**config.mk**
```make
export PLATFORM = sky130hd
export DESIGN_NAME = csr_core
export DESIGN_NICKNAME = d
export VERILOG_FILES = /design/src/rtl/csr_pkg.sv /design/src/rtl/csr_core.sv
export SDC_FILE = /design/constraint.sdc
export NUM_CORES = 1
export LEC_CHECK = 0
export ABC_AREA = 1
export BUFFER_PORTS_ARGS = -buffer_cell sky130_fd_sc_hd__buf_2
export CAP_MARGIN = 25
export CELL_PAD_IN_SITES_DETAIL_PLACEMENT = 2
export CELL_PAD_IN_SITES_GLOBAL_PLACEMENT = 2
export CORE_MARGIN = 3
export CORE_UTILIZATION = 28
export DETAILED_ROUTE_END_ITERATION = 16
export PLACE_DENSITY = 0.82
export SLEW_MARGIN = 0
export SYNTH_ARGS = -nofsm -noshare
export SYNTH_HDL_FRONTEND = slang
export SYNTH_SLANG_ARGS = --single-unit
```
**constraint.sdc**
```tcl
create_clock -name clk -period 1.8 [get_ports clk]
set_input_delay 0.09 -clock clk [delete_from_list [all_inputs] [get_ports clk]]
set_output_delay 0.09 -clock clk [all_outputs]
set_load 0.005 [all_outputs]
```
**src/rtl/csr_pkg.sv**
```systemverilog
package csr_pkg;
   // Register indices on the plain port
   localparam logic [3:0] CSR_ADDR_STATUS = 4'h0;
   localparam logic [3:0] CSR_ADDR_CONTROL = 4'h1;
   // Status word fields
   localparam int ST_OVF_A = 15;
   localparam int ST_OVF_B = 14;
   localparam int ST_SAT_A = 13;
   localparam int ST_SAT_B = 12;
   localparam int ST_OVF_ANY = 11;
   localparam int ST_SAT_ANY = 10;
   localparam int ST_LOOP = 9;
   localparam int ST_HALF = 8;
   localparam int ST_PRIO_HI = 7;
   localparam int ST_PRIO_LO = 5;
   localparam int ST_REP = 4;
   localparam int ST_NEG = 3;
   localparam int ST_OVF = 2;
   localparam int ST_ZERO = 1;
   localparam int ST_CARRY = 0;
   // Control word fields
   localparam int CT_VAR = 15;
   localparam int CT_US_HI = 13;
   localparam int CT_US_LO = 12;
   localparam int CT_EXIT = 11;
   localparam int CT_DL_HI = 10;
   localparam int CT_DL_LO = 8;
   localparam int CT_ACC_A_CLIP_ENABLE = 7;
   localparam int CT_ACC_B_CLIP_ENABLE = 6;
   localparam int CT_MEMORY_WRITE_CLIP_ENABLE = 5;
   localparam int CT_CLIP_MODE_SEL = 4;
   localparam int CT_PRIO_TOP = 3;
   localparam int CT_FRAME = 2;
   localparam int CT_RND = 1;
   localparam int CT_INT = 0;
   // Reset values
   localparam logic [15:0] CSR_STATUS_RST = 16'h0000;
   localparam logic [15:0] CSR_CONTROL_RST = 16'h0020;
   // Multiply sign selections; maximum low priority level
   localparam logic [1:0] CSR_US_SIGNED = 2'h0;
   localparam logic [1:0] CSR_US_UNSIGNED = 2'h1;
   localparam logic [1:0] CSR_US_MIXED = 2'h2;
   localparam logic [2:0] CSR_PRIO_MAX_LOW = 3'h7;

   // One ALU result update
   typedef struct packed {
      logic valid;
      logic byte_op;
      logic subtract;
      logic carry_out;
      logic half_carry_b;
      logic half_carry_w;
      logic negative;
      logic signed_wrap;
      logic zero_touch;
      logic result_zero;
   } csr_alu_t;

   // DSP engine accumulator events
   typedef struct packed {
      logic acc_a_overflow;
      logic acc_b_overflow;
      logic acc_a_saturate;
      logic acc_b_saturate;
   } csr_dsp_t;

   // Loop sequencer state
   typedef struct packed {
      logic counted_active;
      logic repeat_active;
      logic [2:0] nest_depth;
      logic frame_active;
   } csr_loop_t;

   // Decoded control for the datapath
   typedef struct packed {
      logic variable_latency;
      logic [1:0] multiply_sign_sel;
      logic acc_a_clip_enable;
      logic acc_b_clip_enable;
      logic memory_write_clip_enable;
      logic clip_mode_sel;
      logic rounding_sel;
      logic integer_mult;
      logic [3:0] cpu_priority;
      logic user_irq_disable;
      logic multiply_reserved;
   } csr_ctl_t;
endpackage

```
**src/rtl/csr_core.sv**
```systemverilog
`timescale 1ns/10ps
// Summary of operation
// - Overflow flags A bit 15, B bit 14
// - Sticky saturation flags bits 13, 12
// - Bit 11 is OR of overflows
// - Bit 10 ORs sticky; clearing clears both
// - Bit 9 shows counted loop active
// - Half carry from bit 4 or 8
// - Priority is top bit over bits 7:5
// - Level 7 or top bit disables user irqs
// - Priority bits read-only when nesting disabled
// - Bit 4 shows repeat loop active
// - Negative flag follows result sign
// - Signed overflow flag on sign flip
// - Zero flag loads result zero when touched, else held
// - Carry flag on carry out of MSB
// - Control bit 15 latency mode, resets zero
// - Bits 13:12 select multiply signedness
// - Bit 11 write one ends loop; reads zero
// - Bits 10:8 report loop nesting depth
// - Bits 7, 6 enable accumulator saturation
// - Bit 5 data write saturation, resets one
// - Bit 4 selects super or normal saturation
// - Bit 3 top priority bit, clear only
// - Carry flags mean borrow on subtraction
// - Bit 1 selects biased or convergent rounding
// - Bit 0 selects integer or fractional multiply
module csr_core
   import csr_pkg::*;
(
   input wire logic clk,
   input wire logic rst,
   input wire logic [3:0] reg_addr,
   input wire logic [15:0] reg_wdata,
   input wire logic reg_wr,
   input wire logic reg_rd,
   input wire csr_alu_t alu_upd,
   input wire csr_dsp_t dsp_upd,
   input wire csr_loop_t loop_st,
   input wire logic nesting_disable,
   input wire logic priority_low_wr,
   input wire logic [2:0] priority_low_val,
   input wire logic priority_top_set,
   output logic [15:0] reg_rdata,
   output logic early_loop_exit,
   output csr_ctl_t ctl_out
);
   logic acc_a_overflow_flag_r;
   logic acc_b_overflow_flag_r;
   logic acc_a_sticky_sat_flag_r;
   logic acc_b_sticky_sat_flag_r;
   logic counted_loop_active_r;
   logic repeat_active_r;
   logic [2:0] loop_nest_depth_r;
   logic stack_frame_active_r;
   logic half_carry_flag_r;
   logic [2:0] priority_low_bits_r;
   logic negative_flag_r;
   logic signed_wrap_flag_r;
   logic zero_flag_r;
   logic carry_flag_r;
   logic variable_latency_r;
   logic [1:0] multiply_sign_sel_r;
   logic acc_a_clip_enable_r;
   logic acc_b_clip_enable_r;
   logic memory_write_clip_enable_r;
   logic clip_mode_sel_r;
   logic priority_top_bit_r;
   logic rounding_sel_r;
   logic integer_mult_r;
   logic status_wr;
   logic control_wr;
   logic [15:0] status_word;
   logic [15:0] control_word;

   assign status_wr = reg_wr && (reg_addr == CSR_ADDR_STATUS);
   assign control_wr = reg_wr && (reg_addr == CSR_ADDR_CONTROL);

   function automatic logic [15:0] pack_status(
      input logic oa, input logic ob, input logic sa, input logic sb,
      input logic da, input logic dc, input logic [2:0] prio, input logic ra,
      input logic n, input logic ov, input logic z, input logic c);
      pack_status = {oa, ob, sa, sb, oa | ob, sa | sb, da, dc, prio, ra, n, ov, z, c};
   endfunction

   // Overflow flags track the DSP engine every cycle; a write still lands
   always_ff @(posedge clk)
   begin
      if (rst)
      begin
         acc_a_overflow_flag_r <= 1'b0;
         acc_b_overflow_flag_r <= 1'b0;
      end
      else if (status_wr)
      begin
         acc_a_overflow_flag_r <= reg_wdata[ST_OVF_A] | dsp_upd.acc_a_overflow;
         acc_b_overflow_flag_r <= reg_wdata[ST_OVF_B] | dsp_upd.acc_b_overflow;
      end
      else
      begin
         acc_a_overflow_flag_r <= dsp_upd.acc_a_overflow;
         acc_b_overflow_flag_r <= dsp_upd.acc_b_overflow;
      end
   end

   // Sticky flags: saturation event wins over a clearing write
   always_ff @(posedge clk)
   begin
      if (rst)
      begin
         acc_a_sticky_sat_flag_r <= 1'b0;
         acc_b_sticky_sat_flag_r <= 1'b0;
      end
      else if (status_wr && !reg_wdata[ST_SAT_ANY])
      begin
         // Clearing the combined bit clears both
         acc_a_sticky_sat_flag_r <= dsp_upd.acc_a_saturate;
         acc_b_sticky_sat_flag_r <= dsp_upd.acc_b_saturate;
      end
      else if (status_wr)
      begin
         acc_a_sticky_sat_flag_r <= reg_wdata[ST_SAT_A] | dsp_upd.acc_a_saturate;
         acc_b_sticky_sat_flag_r <= reg_wdata[ST_SAT_B] | dsp_upd.acc_b_saturate;
      end
      else
      begin
         acc_a_sticky_sat_flag_r <= acc_a_sticky_sat_flag_r | dsp_upd.acc_a_saturate;
         acc_b_sticky_sat_flag_r <= acc_b_sticky_sat_flag_r | dsp_upd.acc_b_saturate;
      end
   end

   // Loop status mirrors the sequencer, never software
   always_ff @(posedge clk)
   begin
      if (rst)
      begin
         counted_loop_active_r <= 1'b0;
         repeat_active_r <= 1'b0;
         loop_nest_depth_r <= 3'h0;
         stack_frame_active_r <= 1'b0;
      end
      else
      begin
         counted_loop_active_r <= loop_st.counted_active;
         repeat_active_r <= loop_st.repeat_active;
         loop_nest_depth_r <= loop_st.nest_depth;
         stack_frame_active_r <= loop_st.frame_active;
      end
   end

   // ALU flags: a result in the same cycle as a write overrides it
   always_ff @(posedge clk)
   begin
      if (rst)
      begin
         half_carry_flag_r <= 1'b0;
         negative_flag_r <= 1'b0;
         signed_wrap_flag_r <= 1'b0;
         carry_flag_r <= 1'b0;
      end
      else if (alu_upd.valid)
      begin
         // Borrow polarity is supplied by the ALU on subtraction
         half_carry_flag_r <= alu_upd.byte_op ? alu_upd.half_carry_b
                                              : alu_upd.half_carry_w;
         negative_flag_r <= alu_upd.negative;
         signed_wrap_flag_r <= alu_upd.signed_wrap;
         carry_flag_r <= alu_upd.carry_out;
      end
      else if (status_wr)
      begin
         half_carry_flag_r <= reg_wdata[ST_HALF];
         negative_flag_r <= reg_wdata[ST_NEG];
         signed_wrap_flag_r <= reg_wdata[ST_OVF];
         carry_flag_r <= reg_wdata[ST_CARRY];
      end
   end

   // Zero flag held between affecting results
   always_ff @(posedge clk)
   begin
      if (rst)
         zero_flag_r <= 1'b0;
      else if (alu_upd.valid && alu_upd.zero_touch)
         zero_flag_r <= alu_upd.result_zero;
      else if (status_wr)
         zero_flag_r <= reg_wdata[ST_ZERO];
   end

   // Priority low bits; hardware load takes precedence over software
   always_ff @(posedge clk)
   begin
      if (rst)
         priority_low_bits_r <= 3'h0;
      else if (priority_low_wr)
         priority_low_bits_r <= priority_low_val;
      else if (status_wr && !nesting_disable)
         priority_low_bits_r <= reg_wdata[ST_PRIO_HI:ST_PRIO_LO];
   end

   // Top priority bit: set by hardware, software may only clear
   always_ff @(posedge clk)
   begin
      if (rst)
         priority_top_bit_r <= 1'b0;
      else if (priority_top_set)
         priority_top_bit_r <= 1'b1;
      else if (control_wr && !reg_wdata[CT_PRIO_TOP])
         priority_top_bit_r <= 1'b0;
   end

   // Writable control fields
   always_ff @(posedge clk)
   begin
      if (rst)
      begin
         variable_latency_r <= CSR_CONTROL_RST[CT_VAR];
         multiply_sign_sel_r <= CSR_CONTROL_RST[CT_US_HI:CT_US_LO];
         acc_a_clip_enable_r <= CSR_CONTROL_RST[CT_ACC_A_CLIP_ENABLE];
         acc_b_clip_enable_r <= CSR_CONTROL_RST[CT_ACC_B_CLIP_ENABLE];
         memory_write_clip_enable_r <= CSR_CONTROL_RST[CT_MEMORY_WRITE_CLIP_ENABLE];
         clip_mode_sel_r <= CSR_CONTROL_RST[CT_CLIP_MODE_SEL];
         rounding_sel_r <= CSR_CONTROL_RST[CT_RND];
         integer_mult_r <= CSR_CONTROL_RST[CT_INT];
      end
      else if (control_wr)
      begin
         variable_latency_r <= reg_wdata[CT_VAR];
         multiply_sign_sel_r <= reg_wdata[CT_US_HI:CT_US_LO];
         acc_a_clip_enable_r <= reg_wdata[CT_ACC_A_CLIP_ENABLE];
         acc_b_clip_enable_r <= reg_wdata[CT_ACC_B_CLIP_ENABLE];
         memory_write_clip_enable_r <= reg_wdata[CT_MEMORY_WRITE_CLIP_ENABLE];
         clip_mode_sel_r <= reg_wdata[CT_CLIP_MODE_SEL];
         rounding_sel_r <= reg_wdata[CT_RND];
         integer_mult_r <= reg_wdata[CT_INT];
      end
   end

   // Early exit is a one-cycle pulse to the loop sequencer
   always_ff @(posedge clk)
   begin
      if (rst)
         early_loop_exit <= 1'b0;
      else
         early_loop_exit <= control_wr && reg_wdata[CT_EXIT];
   end

   assign status_word = pack_status(acc_a_overflow_flag_r, acc_b_overflow_flag_r,
      acc_a_sticky_sat_flag_r, acc_b_sticky_sat_flag_r, counted_loop_active_r,
      half_carry_flag_r, priority_low_bits_r, repeat_active_r, negative_flag_r,
      signed_wrap_flag_r, zero_flag_r, carry_flag_r);

   // Exit bit and bit 14 always read zero
   assign control_word = {variable_latency_r, 1'b0, multiply_sign_sel_r, 1'b0,
      loop_nest_depth_r, acc_a_clip_enable_r, acc_b_clip_enable_r,
      memory_write_clip_enable_r, clip_mode_sel_r, priority_top_bit_r,
      stack_frame_active_r, rounding_sel_r, integer_mult_r};

   // Read data valid the cycle after the strobe; unmapped reads zero
   always_ff @(posedge clk)
   begin
      if (rst)
         reg_rdata <= 16'h0000;
      else if (reg_rd && reg_addr == CSR_ADDR_STATUS)
         reg_rdata <= status_word;
      else if (reg_rd && reg_addr == CSR_ADDR_CONTROL)
         reg_rdata <= control_word;
      else
         reg_rdata <= 16'h0000;
   end

   // Decoded control registered so every output is a flop
   always_ff @(posedge clk)
   begin
      if (rst)
         ctl_out <= '0;
      else
      begin
         ctl_out.variable_latency <= variable_latency_r;
         ctl_out.multiply_sign_sel <= multiply_sign_sel_r;
         ctl_out.multiply_reserved <= &multiply_sign_sel_r;
         ctl_out.acc_a_clip_enable <= acc_a_clip_enable_r;
         ctl_out.acc_b_clip_enable <= acc_b_clip_enable_r;
         ctl_out.memory_write_clip_enable <= memory_write_clip_enable_r;
         ctl_out.clip_mode_sel <= clip_mode_sel_r;
         ctl_out.rounding_sel <= rounding_sel_r;
         ctl_out.integer_mult <= integer_mult_r;
         ctl_out.cpu_priority <= {priority_top_bit_r, priority_low_bits_r};
         ctl_out.user_irq_disable <= priority_top_bit_r
            || (priority_low_bits_r == CSR_PRIO_MAX_LOW);
      end
   end
endmodule

```
==> results.cfg <==
[clock_network]
clock-sinks = 60
path_clk_slew_ps = 70
cts_buffers = 9
max-clock-path-buffers = 2
clk_latency_ps = 340
cts-resized-gates = 0
cts_max_level = 3
cts_tree = built
clock-root-buffer = clkbuf_8

[routing]
num_vias = 2082
ant_nets = 0
finalWirelength_um = 6960
dr.first_iter.drc_count = 30
viasPerCell = 4.39
wl_per_cell_um = 14.7
drc_errors = 0
dr.pass1.iters = 4

[floorplan]
fp.dieH_um = 94.2
std_cell_rows = 31
ios = 82
die_w_um = 94.2
start_util_pct = 29.4
die_area_mm2 = 0.00888
core_area_mm2 = 0.00741

[synthesis]
synth_cells = 270
synth.top_cells.by_count = nand2_1, dfxtp_1, inv_1
ys_types = 25
synthArstFlopShare_pct = 0
netlist_top_cells_area = dfxtp_1, nand2_1, inv_1, nor2_1, nand3_1
synth_most_common_cell = nand2_1
syn_area_mm2 = 0.00218
ys_ff_latch = 60
synthesis.nets = 320
yosysWarnings = 0
ys_seq_area_share_pct = 55.1
synthFlopType = dfxtp_1
yosys.area.top_type = dfxtp_1
synth_enable_flop_cells = 0
avgSynthCellArea_um2 = 8.07
synth_top_area_share_pct = 55.1

[sta]
final_hold_viol_count = 0
rsz0062_at_grt = false
final_max_slew_viol_count = 0
max_freq_ghz = 0.674
setup_tns_ps = 0
slew_headroom_pct = 71.2
finalSetupViolCount = 0
min_period_ps = 1480
hold_ws_ps = 17.7
fin_skew_ps = 7.43
worst_pin_slew_ps = 432
timing.final.crit_share_pct = 82.4

[setup_path]
worstSetupEndpointType = flop
path_class = input port to flop
cp_max_fo = 17
crit_chain = buf_2 > nor2_4 > nand3_2 > o21ai_2 > nand2_1 > dlygate4sd3_1
worst_path_max_delay_cell = dlygate4sd3_1
max_stage_delay_ps = 540
critPathLaunchType = input port
worst-path-buf-inv = 2
cp_top_family = simple AND/OR/NAND/NOR gates
worstSetupPathDepth = 6
crit_required_ps = 2030
arrival_ps = 1710
ff2ff_path_depth = 5

[cells_and_area]
stdcell_count = 474
nFillCells = 863
final_nets = 420
syn2layout_area_growth_pct = 39.3
num_antenna_cells = 0
drive_above_1_share_pct = 29.9

[flow_run]
maxCapViolCount = 0

[global_route]
gr-total-overflow = 0
antenna_found_initial = 0
grt_use_total_pct = 16.5
grt_max_degree = 18
grt_pass1_vias = 2246
grt_pass1_wl_um = 11000

[outcome]
status = complete, no violations

[pwr]
vdd_ir_drop_max_mv = 0.315
powerDensity_mw_per_mm2 = 983
p_leak_uw = 0.00160

[place]
dp.cells = 445
numPortBuffers = 79
hpwl_um = 4890
gp_congestion = 0.771

[min_path]
hp-class = input port to flop
min_path_cells = 3
## final cells by class
cell class | count | area [µm²] | area share, %
clock buffer | 11 | 141 | 4.66
clock inverter | 5 | 75.1 | 2.47
inverter | 40 | 150 | 4.95
multi-input combinational | 164 | 796 | 26.2
sequential | 60 | 1200 | 39.6
tap | 99 | 124 | 4.08
timing repair buffer | 95 | 548 | 18.1
## power breakdown
part / switching, µW / internal (µW)
combinational: 138 / 109
sequential: 17.8 / 1370
clock: 536 / 811
total: 692 / 2290
## worst register-to-register path: cells and delay by family (launching register included)
family / cells / cell delay, ps
and+or+nand+nor: 2 / 260
buffers and inverters: 2 / 570
DFF: 1 / 330
AOI/OAI and AO/OA: 1 / 80
## path summary, 6_finish.rpt
check | from | slack [ps] | end
max | reg_addr[3] | 320 | priority_top_bit_r
min | reg_wdata[15] | 20 | acc_a_overflow_flag_r
max reg2reg | priority_top_bit_r | 510 | priority_top_bit_r
min reg2reg | loop_nest_depth_r[1] | 430 | reg_rdata[9]
## cells by family (layout without fill, tap and decap cells)
kind of cell	after synthesis	after routing	synth area share, %
buffers and inverters	46	151	8.38
AND/OR/NAND/NOR	130	130	27.8
flip-flops	60	60	55.1
AO/OA/AOI/OAI	34	34	8.73
## registers in the layout, summed over array words and instances, names as in the netlist, 2 cells and up
register / count
priority_low_bits_r: 3
loop_nest_depth_r: 3
multiply_sign_sel_r: 2
reg_rdata: 16
ctl_out: 15
## timing repair
action | 4_1_cts | 5_1_grt
endpoints found under the hold margin | 11 | 0
hold buffers | 13 | 0
endpoints found under the setup margin | 0 | 0
setup buffers | 0 | 0
## through the flow
stage / setup slack (ps) / util (%) / power [µW] / cell area [µm²]
floorplan: 932 / - / 1530 / 2180
CTS: 324 / 41.0 / 3030 / 3040
detailed placement: 403 / 36.3 / 1640 / 2690
global placement: 480 / 36.3 / 1630 / 2690
global route: 244 / 41.0 / 3130 / 3040
finish: 316 / 41.0 / 2980 / 3040
## cell usage in the layout (no fill, tap or decap), types with 8 or more instances in the layout
master / synthesis / layout
a21oi_1: 17 / 17
buf_2: 2 / 79
clkbuf_8: 0 / 10
dfxtp_1: 60 / 60
dlygate4sd3_1: 0 / 13
inv_1: 40 / 40
nand2_1: 62 / 62
nand3_1: 19 / 19
nor2_1: 34 / 34
o21ai_0: 8 / 8
## routing by layer
layer,vias to the layer above,wire length [µm],track usage (%)
met2,55,3560,28.9
met1,977,2920,18.5
met5,-,0,0
met4,0,93,6.14
met3,9,375,5.53
li1,1041,-,-
No activity file was read; power rests on OpenSTA's default activity.
